`config.mk`:
```
export PLATFORM = sky130hd
export DESIGN_NAME = iwm_move_unit
export DESIGN_NICKNAME = d
export VERILOG_FILES = /design/src/hw/iwm_addr_chk.sv /design/src/hw/iwm_move_unit.sv
export SDC_FILE = /design/constraint.sdc
export NUM_CORES = 1
export LEC_CHECK = 0
export ABC_CLOCK_PERIOD_IN_PS = 8300
export BUFFER_PORTS_ARGS = -buffer_cell sky130_fd_sc_hd__buf_2
export CAP_MARGIN = 0
export CORE_UTILIZATION = 30
export CTS_CLUSTER_SIZE = 10
export DETAILED_ROUTE_END_ITERATION = 6
export PLACE_DENSITY = 0.47
export SLEW_MARGIN = 5
export SYNTH_ARGS = -nofsm -noshare
export SYNTH_HDL_FRONTEND = slang
export SYNTH_SLANG_ARGS = --single-unit
```
`constraint.sdc`:
```
create_clock -name mclk -period 8.3 [get_ports mclk]
set_input_delay 0.415 -clock mclk [delete_from_list [all_inputs] [get_ports mclk]]
set_output_delay 0.415 -clock mclk [all_outputs]
set_load 0.02 [all_outputs]
```
`src/hw/iwm_addr_chk.sv`:
```
// shared constants and types of the indirect word move unit, plus its
// address former; assumes a word-wide device memory outside the unit
`default_nettype none

package iwm_pkg;
    // device codes as software writes them into operand registers
    localparam logic [3:0] DEV_IN      = 4'h0;
    localparam logic [3:0] DEV_OUT     = 4'h1;
    localparam logic [3:0] DEV_RELAY   = 4'h2;
    localparam logic [3:0] DEV_SHIFT   = 4'h3;
    localparam logic [3:0] DEV_TIMER   = 4'h4;
    localparam logic [3:0] DEV_COUNTER = 4'h5;
    localparam logic [3:0] DEV_DATA    = 4'h6;
    localparam logic [3:0] DEV_SPECIAL = 4'h7;
    localparam logic [3:0] DEV_CONST   = 4'h8;
    // highest index per device (bit index for bit devices)
    localparam logic [15:0] MAX_IO      = 16'h01ff;
    localparam logic [15:0] MAX_RELAY   = 16'h09fd;
    localparam logic [15:0] MAX_SMALL   = 16'h00ff;
    localparam logic [15:0] MAX_DATA    = 16'h07ff;
    localparam logic [6:0]  REP_MAX     = 7'h63;
    localparam logic [15:0] FW_FLOAT_MIN = 16'h00c8;
    // register offsets
    localparam logic [3:0] REG_CTRL     = 4'h0;
    localparam logic [3:0] REG_SRC_BASE = 4'h1;
    localparam logic [3:0] REG_SRC_OFS  = 4'h2;
    localparam logic [3:0] REG_DST_BASE = 4'h3;
    localparam logic [3:0] REG_DST_OFS  = 4'h4;
    localparam logic [3:0] REG_CONST    = 4'h5;
    localparam logic [3:0] REG_STATUS   = 4'h6;
    localparam logic [3:0] REG_INT_STAT = 4'h7;
    localparam logic [3:0] REG_INT_MASK = 4'h8;
    // field positions and codes
    localparam int CTRL_OPC_LSB = 0;
    localparam int CTRL_DT_LSB  = 2;
    localparam int CTRL_SOP_BIT = 4;
    localparam int CTRL_DOP_BIT = 5;
    localparam int OPD_DEV_LSB  = 16;
    localparam int OPD_REP_LSB  = 24;
    localparam int ST_BUSY_BIT  = 0;
    localparam int ST_ERR_BIT   = 1;
    localparam int INT_DONE_BIT = 0;
    localparam int INT_ERR_BIT  = 1;
    localparam logic [1:0] OPC_COPY_INV  = 2'h0;
    localparam logic [1:0] OPC_ICOPY     = 2'h1;
    localparam logic [1:0] OPC_ICOPY_INV = 2'h2;
    localparam logic [1:0] DT_WORD  = 2'h0;
    localparam logic [1:0] DT_DWORD = 2'h1;
    localparam logic [1:0] DT_FLOAT = 2'h2;
    localparam logic [5:0]  RST_CTRL = 6'h00;
    localparam logic [31:0] RST_WORD = 32'h0000_0000;
    localparam logic [1:0]  RST_INT  = 2'h0;

    typedef struct packed {
        logic [6:0]  rep;
        logic [3:0]  dev;
        logic [15:0] index;
    } iwm_operand_type;

    typedef struct packed {
        logic        rd;
        logic        wr;
        logic        preset;
        logic [3:0]  dev;
        logic [15:0] addr;
        logic [15:0] wdata;
    } iwm_mem_req_type;

    function automatic logic is_bit_dev(input logic [3:0] d);
        is_bit_dev = (d <= DEV_SHIFT) || (d == DEV_SPECIAL);
    endfunction : is_bit_dev

    function automatic logic [15:0] dev_limit(input logic [3:0] d);
        case (d)
            DEV_IN, DEV_OUT: dev_limit = MAX_IO;
            DEV_RELAY:       dev_limit = MAX_RELAY;
            DEV_DATA:        dev_limit = MAX_DATA;
            default:         dev_limit = MAX_SMALL;
        endcase
    endfunction : dev_limit

    // repeat 0 means no repeat
    function automatic logic [6:0] rep1(input logic [6:0] r);
        rep1 = (r == 7'h00) ? 7'h01 : r;
    endfunction : rep1

    // which half of the 32-bit value a transfer carries
    function automatic logic upper_half(input logic h, input logic bitdev,
                                        input logic dword);
        upper_half = dword && (bitdev ? h : !h);
    endfunction : upper_half

    function automatic logic float_normal(input logic [31:0] v);
        float_normal = ((v[30:23] != 8'h00) && (v[30:23] != 8'hff)) ||
                       (v[30:0] == 31'h0000_0000);
    endfunction : float_normal
endpackage : iwm_pkg

// effective address former and range check for one base operand
module iwm_addr_chk (
    // operand
    input  wire logic [3:0]  dev,
    input  wire logic [15:0] base,
    input  wire logic [15:0] ofs,
    input  wire logic [6:0]  step,
    input  wire logic        dword,
    // result
    output logic      [15:0] eff,
    output logic             ok
);
    logic [18:0] unit;
    logic [18:0] sum;
    logic [18:0] last;

    // bit devices move 16 or 32 points, word devices 1 or 2 per element
    always_comb begin
        if (iwm_pkg::is_bit_dev(dev)) begin
            unit = dword ? 19'h00020 : 19'h00010;
        end else begin
            unit = dword ? 19'h00002 : 19'h00001;
        end
        sum  = {3'h0, base} + {3'h0, ofs} + 19'(step) * unit;
        last = sum + unit - 19'h00001;
        eff  = sum[15:0];
        ok   = (dev == iwm_pkg::DEV_CONST) ||
               ((dev < iwm_pkg::DEV_CONST) &&
                (last <= {3'h0, iwm_pkg::dev_limit(dev)}));
    end
endmodule : iwm_addr_chk

`default_nettype wire

```
`src/hw/iwm_move_unit.sv`:
```
// execution unit for inverted, indirect and indirect inverted moves
// assumes a device memory answering each read strobe one cycle later
// and a one-cycle scan strobe from the program sequencer
//
// Chosen here: the plain strobed port and the address map.
`default_nettype none

module iwm_move_unit #(
    parameter logic [15:0] SYS_PROG_VERSION = 16'h00c8
) (
    // clock and reset
    input  wire logic                  mclk,
    input  wire logic                  rst_b,
    // register port
    input  wire logic [3:0]            reg_addr,
    input  wire logic [31:0]           reg_wdata,
    input  wire logic                  reg_wr,
    input  wire logic                  reg_rd,
    output logic      [31:0]           reg_rdata,
    // scan trigger
    input  wire logic                  exec_en,
    input  wire logic                  scan_pulse,
    // device memory
    output iwm_pkg::iwm_mem_req_type   mem,
    input  wire logic [15:0]           mem_rdata,
    // status
    output logic                       exec_error_flag,
    output logic                       err_led,
    output logic                       busy,
    output logic                       irq
);
    typedef enum logic [3:0] {
        ST_IDLE, ST_SOFS, ST_SOFS_W, ST_DOFS, ST_DOFS_W, ST_CHECK,
        ST_LOAD, ST_RD, ST_RD_W, ST_FCHK, ST_WR, ST_NEXT, ST_DONE, ST_ERR
    } iwm_state_type;

    logic                    rst_s1_q, rst_n_s;
    logic [5:0]              ctrl_q, ctrl_d;
    iwm_pkg::iwm_operand_type sb_q, sb_d, so_q, so_d, db_q, db_d, do_q, do_d;
    logic [31:0]             const_q, const_d, rdata_d;
    logic                    errf_q, errf_d;
    logic [1:0]              ist_q, ist_d, imsk_q, imsk_d;
    iwm_state_type           state_q, state_d;
    logic [6:0]              step_q, step_d;
    logic                    half_q, half_d;
    logic [15:0]             sofs_q, sofs_d, dofs_q, dofs_d;
    logic [31:0]             data_q, data_d;
    iwm_pkg::iwm_mem_req_type mem_q, mem_d;
    logic [1:0]              opc, dt;
    logic                    dword, inv, use_so, use_do, fw_ok;
    logic                    s_bit, d_bit, s_ok, d_ok, bad;
    logic [6:0]              nsteps, s_step, d_step;
    logic [15:0]             s_eff, d_eff;
    logic                    ev_done, ev_err;

    // reset release through two stages; the async edge only forces zero
    always_ff @(posedge mclk or negedge rst_b) begin
        if (!rst_b) begin
            rst_s1_q <= 1'b0;
            rst_n_s  <= 1'b0;
        end else begin
            rst_s1_q <= 1'b1;
            rst_n_s  <= rst_s1_q;
        end
    end

    function automatic iwm_pkg::iwm_operand_type to_opd(input logic [31:0] w);
        to_opd.rep   = w[iwm_pkg::OPD_REP_LSB +: 7];
        to_opd.dev   = w[iwm_pkg::OPD_DEV_LSB +: 4];
        to_opd.index = w[15:0];
    endfunction : to_opd

    function automatic logic [31:0] from_opd(input iwm_pkg::iwm_operand_type o);
        from_opd = {1'b0, o.rep, 4'h0, o.dev, o.index};
    endfunction : from_opd

    function automatic logic [6:0] min_step(input logic [6:0] r, input logic [6:0] s);
        min_step = (iwm_pkg::rep1(r) - 7'h01 < s) ? iwm_pkg::rep1(r) - 7'h01 : s;
    endfunction : min_step

    // decode of control and operand fields
    always_comb begin
        opc    = ctrl_q[iwm_pkg::CTRL_OPC_LSB +: 2];
        dt     = ctrl_q[iwm_pkg::CTRL_DT_LSB +: 2];
        dword  = (dt != iwm_pkg::DT_WORD);
        inv    = (opc != iwm_pkg::OPC_ICOPY);
        // offsets optional, never on plain inverted copy
        use_so = ctrl_q[iwm_pkg::CTRL_SOP_BIT] && (opc != iwm_pkg::OPC_COPY_INV);
        use_do = ctrl_q[iwm_pkg::CTRL_DOP_BIT] && (opc != iwm_pkg::OPC_COPY_INV);
        fw_ok  = (SYS_PROG_VERSION >= iwm_pkg::FW_FLOAT_MIN);
        s_bit  = iwm_pkg::is_bit_dev(sb_q.dev);
        d_bit  = iwm_pkg::is_bit_dev(db_q.dev);
        nsteps = (iwm_pkg::rep1(sb_q.rep) > iwm_pkg::rep1(db_q.rep)) ?
                 iwm_pkg::rep1(sb_q.rep) : iwm_pkg::rep1(db_q.rep);
        // check pass uses the last step: ranges only grow with the step
        s_step = min_step(sb_q.rep, (state_q == ST_CHECK) ? nsteps - 7'h01 : step_q);
        d_step = min_step(db_q.rep, (state_q == ST_CHECK) ? nsteps - 7'h01 : step_q);
        ev_done = (state_q == ST_DONE);
        ev_err  = (state_q == ST_ERR);
    end

    iwm_addr_chk u_src_chk (
        .dev   (sb_q.dev),
        .base  (sb_q.index),
        .ofs   (sofs_q),
        .step  (s_step),
        .dword (dword),
        .eff   (s_eff),
        .ok    (s_ok)
    );

    iwm_addr_chk u_dst_chk (
        .dev   (db_q.dev),
        .base  (db_q.index),
        .ofs   (dofs_q),
        .step  (d_step),
        .dword (dword),
        .eff   (d_eff),
        .ok    (d_ok)
    );

    // operand rule checks evaluated before anything is written
    always_comb begin
        bad = (opc == 2'h3) || (dt == 2'h3) || !s_ok || !d_ok;
        // float only on indirect copy between data registers
        bad = bad || ((dt == iwm_pkg::DT_FLOAT) && (!fw_ok ||
              (opc != iwm_pkg::OPC_ICOPY) || (sb_q.dev != iwm_pkg::DEV_DATA) ||
              (db_q.dev != iwm_pkg::DEV_DATA)));
        // repeat range and no constant offsets
        bad = bad || (sb_q.rep > iwm_pkg::REP_MAX) || (db_q.rep > iwm_pkg::REP_MAX);
        bad = bad || (use_so && (so_q.dev >= iwm_pkg::DEV_CONST));
        bad = bad || (use_do && (do_q.dev >= iwm_pkg::DEV_CONST));
        // constant source only for plain inverted copy
        bad = bad || ((sb_q.dev == iwm_pkg::DEV_CONST) && (opc != iwm_pkg::OPC_COPY_INV));
        // no inputs, special relays or constants as destination
        bad = bad || (db_q.dev == iwm_pkg::DEV_IN) || (db_q.dev == iwm_pkg::DEV_SPECIAL) ||
              (db_q.dev >= iwm_pkg::DEV_CONST);
    end

    // move sequencer
    always_comb begin
        state_d = state_q;
        step_d  = step_q;
        half_d  = half_q;
        sofs_d  = sofs_q;
        dofs_d  = dofs_q;
        data_d  = data_q;
        mem_d   = mem_q;
        mem_d.rd = 1'b0;
        mem_d.wr = 1'b0;
        case (state_q)
            ST_IDLE: if (scan_pulse && exec_en) begin
                step_d  = 7'h00;
                half_d  = 1'b0;
                sofs_d  = 16'h0000;
                dofs_d  = 16'h0000;
                state_d = ST_SOFS;
            end
            // offsets on timers or counters read current value
            ST_SOFS: begin
                mem_d.rd     = use_so;
                mem_d.preset = 1'b0;
                mem_d.dev    = so_q.dev;
                mem_d.addr   = so_q.index;
                state_d      = use_so ? ST_SOFS_W : ST_DOFS;
            end
            // answer stands the cycle after the strobe, so wait that cycle out
            ST_SOFS_W: if (!mem_q.rd) begin
                sofs_d  = mem_rdata;
                state_d = ST_DOFS;
            end
            ST_DOFS: begin
                mem_d.rd     = use_do;
                mem_d.preset = 1'b0;
                mem_d.dev    = do_q.dev;
                mem_d.addr   = do_q.index;
                state_d      = use_do ? ST_DOFS_W : ST_CHECK;
            end
            ST_DOFS_W: if (!mem_q.rd) begin
                dofs_d  = mem_rdata;
                state_d = ST_CHECK;
            end
            ST_CHECK: state_d = bad ? ST_ERR : ST_LOAD;
            // constant becomes the binary source value
            ST_LOAD: begin
                half_d = 1'b0;
                if (sb_q.dev == iwm_pkg::DEV_CONST) begin
                    data_d  = dword ? const_q : {16'h0000, const_q[15:0]};
                    state_d = ST_FCHK;
                end else begin
                    state_d = ST_RD;
                end
            end
            ST_RD: begin
                mem_d.rd     = 1'b1;
                mem_d.preset = 1'b0;
                mem_d.dev    = sb_q.dev;
                mem_d.addr   = s_bit ? s_eff + {11'h000, half_q, 4'h0}
                                     : s_eff + {15'h0000, half_q};
                state_d      = ST_RD_W;
            end
            ST_RD_W: if (!mem_q.rd) begin
                if (iwm_pkg::upper_half(half_q, s_bit, dword)) begin
                    data_d[31:16] = mem_rdata;
                end else begin
                    data_d[15:0] = mem_rdata;
                end
                if (dword && !half_q) begin
                    half_d  = 1'b1;
                    state_d = ST_RD;
                end else begin
                    state_d = ST_FCHK;
                end
            end
            // abnormal float is not moved; complement on inverted ops
            ST_FCHK: begin
                half_d = 1'b0;
                if ((dt == iwm_pkg::DT_FLOAT) && !iwm_pkg::float_normal(data_q)) begin
                    state_d = ST_ERR;
                end else begin
                    data_d  = inv ? ~data_q : data_q;
                    state_d = ST_WR;
                end
            end
            // write to destination, timers and counters take preset
            ST_WR: begin
                mem_d.wr     = 1'b1;
                mem_d.preset = (db_q.dev == iwm_pkg::DEV_TIMER) ||
                               (db_q.dev == iwm_pkg::DEV_COUNTER);
                mem_d.dev    = db_q.dev;
                mem_d.addr   = d_bit ? d_eff + {11'h000, half_q, 4'h0}
                                     : d_eff + {15'h0000, half_q};
                mem_d.wdata  = iwm_pkg::upper_half(half_q, d_bit, dword) ?
                               data_q[31:16] : data_q[15:0];
                half_d       = 1'b1;
                state_d      = (dword && !half_q) ? ST_WR : ST_NEXT;
            end
            ST_NEXT: if (step_q == nsteps - 7'h01) begin
                state_d = ST_DONE;
            end else begin
                step_d  = step_q + 7'h01;
                state_d = ST_LOAD;
            end
            ST_DONE: state_d = ST_IDLE;
            ST_ERR:  state_d = ST_IDLE;
            default: state_d = ST_IDLE;
        endcase
    end

    always_ff @(posedge mclk or negedge rst_n_s) begin
        if (!rst_n_s) begin
            state_q <= ST_IDLE;
            step_q  <= 7'h00;
            half_q  <= 1'b0;
            sofs_q  <= 16'h0000;
            dofs_q  <= 16'h0000;
            data_q  <= 32'h0000_0000;
            mem_q   <= '0;
        end else begin
            state_q <= state_d;
            step_q  <= step_d;
            half_q  <= half_d;
            sofs_q  <= sofs_d;
            dofs_q  <= dofs_d;
            data_q  <= data_d;
            mem_q   <= mem_d;
        end
    end

    // register file; operand writes ignored while a move runs
    always_comb begin
        ctrl_d  = ctrl_q;
        sb_d    = sb_q;
        so_d    = so_q;
        db_d    = db_q;
        do_d    = do_q;
        const_d = const_q;
        imsk_d  = imsk_q;
        errf_d  = errf_q;
        ist_d   = ist_q;
        rdata_d = 32'h0000_0000;
        if (reg_wr && (state_q == ST_IDLE)) begin
            case (reg_addr)
                iwm_pkg::REG_CTRL:     ctrl_d  = reg_wdata[5:0];
                iwm_pkg::REG_SRC_BASE: sb_d    = to_opd(reg_wdata);
                iwm_pkg::REG_SRC_OFS:  so_d    = to_opd(reg_wdata);
                iwm_pkg::REG_DST_BASE: db_d    = to_opd(reg_wdata);
                iwm_pkg::REG_DST_OFS:  do_d    = to_opd(reg_wdata);
                iwm_pkg::REG_CONST:    const_d = reg_wdata;
                default: ;
            endcase
        end
        // write-one-to-clear flags; a same-cycle event wins
        if (reg_wr && (reg_addr == iwm_pkg::REG_STATUS) && reg_wdata[iwm_pkg::ST_ERR_BIT]) begin
            errf_d = 1'b0;
        end
        if (reg_wr && (reg_addr == iwm_pkg::REG_INT_STAT)) begin
            ist_d = ist_q & ~reg_wdata[1:0];
        end
        if (reg_wr && (reg_addr == iwm_pkg::REG_INT_MASK)) begin
            imsk_d = reg_wdata[1:0];
        end
        if (ev_err) begin
            errf_d = 1'b1;
        end
        ist_d = ist_d | {ev_err, ev_done};
        if (reg_rd) begin
            case (reg_addr)
                iwm_pkg::REG_CTRL:     rdata_d = {26'h0000000, ctrl_q};
                iwm_pkg::REG_SRC_BASE: rdata_d = from_opd(sb_q);
                iwm_pkg::REG_SRC_OFS:  rdata_d = from_opd(so_q);
                iwm_pkg::REG_DST_BASE: rdata_d = from_opd(db_q);
                iwm_pkg::REG_DST_OFS:  rdata_d = from_opd(do_q);
                iwm_pkg::REG_CONST:    rdata_d = const_q;
                iwm_pkg::REG_STATUS:   rdata_d = {30'h0, errf_q, state_q != ST_IDLE};
                iwm_pkg::REG_INT_STAT: rdata_d = {30'h0, ist_q};
                iwm_pkg::REG_INT_MASK: rdata_d = {30'h0, imsk_q};
                default:               rdata_d = 32'h0000_0000;
            endcase
        end
    end

    always_ff @(posedge mclk or negedge rst_n_s) begin
        if (!rst_n_s) begin
            ctrl_q    <= iwm_pkg::RST_CTRL;
            sb_q      <= '0;
            so_q      <= '0;
            db_q      <= '0;
            do_q      <= '0;
            const_q   <= iwm_pkg::RST_WORD;
            errf_q    <= 1'b0;
            ist_q     <= iwm_pkg::RST_INT;
            imsk_q    <= iwm_pkg::RST_INT;
            reg_rdata <= iwm_pkg::RST_WORD;
        end else begin
            ctrl_q    <= ctrl_d;
            sb_q      <= sb_d;
            so_q      <= so_d;
            db_q      <= db_d;
            do_q      <= do_d;
            const_q   <= const_d;
            errf_q    <= errf_d;
            ist_q     <= ist_d;
            imsk_q    <= imsk_d;
            reg_rdata <= rdata_d;
        end
    end

    // outputs
    assign mem             = mem_q;
    assign exec_error_flag = errf_q;
    assign err_led         = errf_q;
    assign busy            = (state_q != ST_IDLE);
    assign irq             = |(ist_q & imsk_q);
endmodule : iwm_move_unit

`default_nettype wire

```
==> metrics.md <==
| Metric | Value |
|---|---|
| Starting Density | a little under a third |
| Ports | ~130 |
| First-pass GRT wire length | roughly 130000 um |
| CP Capture Type | register |
| Vias in the first global route | about 21k |
| Setup TNS | -9.82 ns |
| Top delay family on crit path | adder cells |
| Failing checks | design-rule violations, negative setup slack |
| Crit path launch type | register |
| Worst Clk Skew | around 0.034 ns |
| RSZ-0062 raised after global routing | yes |
| Rows | 100 |
| Drt total wl | around 91000 um |
| Synthesis warning total | 0 |
| Worst rel slew slack | a little under a quarter |
| Hold Crit Class | in2reg |
| Final worst path period share | 127% |
| Final Hold Vio Count | 0 |
| CTS root buf | clkbuf_16 |
| CP most frequent cell | nor2_1 |
| Die H | between 200 and 300 um |
| Port Buffers | 132 |
| CP Buf/Inv Count | 6 |
| DP Cell Count | 3842 |
| Final nets | around 3.3k |
| Largest net degree at the start of global routing | between 150 and 200 |
| Max stage delay on crit path | 0.50 ns |
| Worst-Margin Slew | ~1.1 ns |
| Register area share after synthesis | roughly 33% |
| Max Cap Violations | 0 |
| Drt pass-1 iters | 7 |
| Setup violators final | 8 |
| CP required | 8.80 ns |
| Area growth, synth to finish | 34.0% |
| Post-synth EDFFs | 0 |
| Core area | 74600 um2 |
| Crit path max fanout | 7 |
| Clock Pin Slew Worst Setup and Hold Paths | 0.06 ns |
| Synth Cell Area | 22600 um2 |
| TritonCTS clock tree | yes |
| DP Wirelength | 70700 um |
| Fraction of layout cells with a size suffix above 1 | 35.2% |
| Slowest stage cell, crit path | fa_1 |
| Netlist cell types | 83 |
| Post-Layout Cell Count | 3940 |
| Initial antenna violation count | 3 |
| Post-place instance area | between 20000 and 30000 um2 |
| Clock Latency Late Sink | ~0.57 ns |
| Post-synthesis net count | around 2.8k |
| Post-route setup slack | -2.26 ns |
| Vias post-DR | ~21k |
| Synth Flop Type | dfrtp_1 |
| H-Tree Depth | 2 |
| Routability cong. | about 0.9 |
| Post-Syn Instances | about 2.5k |
| CP arrival | approximately 11 ns |
| Syn Area/Cell | 9.22 um2 |
| Final ANT Viol Nets | 0 |
| Drt wl/cell | around 23 um |
| Vias per inst | ~5.4 |
| Yosys reg bits | 300 |
| Number of CTS-inserted buffers | 37 |
| Pre-CTS setup slack | -2.82 ns |
| Setup Crit Path Kind | reg2reg |
| Clock period minus worst slack | ~11 ns |
| Horiz. Die Dim | roughly 280 um |
| Outcome | finished, violations left |
| Final-report max-slew violation count | 0 |
| Max frequency | between 90 and 100 MHz |
| Die Footprint | 76600 um2 |
| Detailed Route Iter0 Violations | ~1.4k |
| DRC Markers | 1 |
| Total grt overflow | 0 |
| Worst R2R Setup Slack | -2.26 ns |
| Clk sinks | 300 |
| Asr flop ratio synth | between 90% and 100% |
| Longest Clk Path Bufs | 3 |
| Tot GR Track Use | between 20% and 30% |
| Final instance area | approximately 30000 um2 |
layout make-up:
cell class,count,area (um2)
flip-flops and latches,300,7510
multi-input cells,1874,15800
inverters,174,658
clock inverters,7,88.8
repair buffers,573,4110
fillers,7462,44200
clock buffers,40,937
well taps,969,1210
diodes,3,7.51
worst reg2reg max path, delay by kind of cell, from the launching register on:
family / cells / cell delay [ns]
adders and majority gates: 12 / 3.25
and+or+nand+nor: 19 / 2.79
AOI/OAI and AO/OA: 13 / 2.33
muxes: 2 / 0.69
buffers and inverters: 6 / 0.57
xor gates and xnor gates: 3 / 0.50
DFF: 1 / 0.40
layout by cell type, fill, tap and decap left out, types with 59 or more instances in the layout:
cell type	synthesis	layout
a22oi_1	63	63
inv_1	174	149
buf_4	1	408
nand2_1	190	175
o21ai_0	106	95
xnor2_1	81	59
a21oi_1	152	123
dfrtp_1	300	299
ha_1	216	170
buf_2	8	132
nor2_1	205	184
mux2_2	159	153
state kept, by name, indices dropped and copies added (netlist names):
name       count
const_q       32
ctrl_q         6
data_q        32
db_q          27
do_q          27
dofs_q        16
err_led        1
half_q         1
imsk_q         2
ist_q          2
mem           39
reg_rdata     32
rst_n_s        1
rst_s1_q       1
sb_q          27
so_q          27
sofs_q        16
state_q        4
step_q         7
synth_stat cells, drive strengths merged, types with 11 or more instances:
master | n | area, um2
a21oi | 153 | 769
a221oi | 39 | 342
xor2 | 40 | 350
xnor2 | 81 | 709
a22oi | 64 | 485
a21o | 35 | 263
mux2i | 38 | 380
nor3 | 45 | 235
fa | 28 | 561
o21a | 24 | 180
nor2 | 205 | 769
clkbuf | 94 | 353
ha | 216 | 2700
nor4 | 18 | 113
a22o | 24 | 210
o21bai | 17 | 128
nand2 | 190 | 713
nand3 | 48 | 240
a211oi | 20 | 170
mux2 | 159 | 1790
and3 | 17 | 111
o31ai | 14 | 105
nand2b | 25 | 156
buf | 14 | 73.8
o211ai | 20 | 169
a31oi | 47 | 294
o21ai | 117 | 586
nand4 | 21 | 131
or3 | 14 | 87.6
dfrtp | 300 | 7510
or2 | 11 | 68.8
inv | 174 | 653
nor2b | 20 | 125
cell families after synthesis:
group	Yosys count	synth area share [%]
other cells	1	0.0166
mux	197	9.59
xor+xnor	124	4.99
compound gates	656	19.6
flops	300	33.2
simple gates	650	13.4
buf+inv	282	4.77
fa+ha+maj	246	14.5
repair_timing:
item / 4_1_cts / 5_1_grt
hold buffers: 1 / 0
setup buffers: 20 / 34
gates resized for setup: 113 / 172
endpoints found under the setup margin: 13 / 14
endpoints found under the hold margin: 2 / 0
pin swaps: 69 / 109
per-layer routing:
metal / track usage (%) / share of wire, % / vias up
li1: - / - / 9914
met1: 31.7 / 46 / 10600
met2: 38.1 / 47 / 611
met3: 2.86 / 5.1 / 111
met4: 5.81 / 2.5 / 0
met5: 0 / 0 / -
through the flow:
step / utilization (%) / hold slack, ns
6_report: 40.7 / 0.0971
5_1_grt: 40.7 / 0.0890
4_1_cts: 39.3 / 0.0719
3_5_place_dp: 36.8 / 0.202
3_3_place_gp: 36.8 / 0.200
2_1_floorplan: - / 0.119
final timing paths:
check                                      from  depth (start not counted)                       to
min in group asynchronous                 rst_b                          2        rst_n_s$_DFF_PN0_
setup reg to reg           db_q[24]$_DFFE_PN0P_                         55   state_q[1]$_DFFE_PN0P_
setup / recovery           db_q[24]$_DFFE_PN0P_                         55   state_q[1]$_DFFE_PN0P_
max in group asynchronous     rst_n_s$_DFF_PN0_                          2  reg_rdata[13]$_DFF_PN0_
hold / removal                    reg_wdata[21]                          2  const_q[21]$_DFFE_PN0P_
hold reg to reg              rst_s1_q$_DFF_PN0_                          0        rst_n_s$_DFF_PN0_
Power is not shown: default switching activity piles up to over one toggle a cycle in this logic, so the estimate is an artifact.
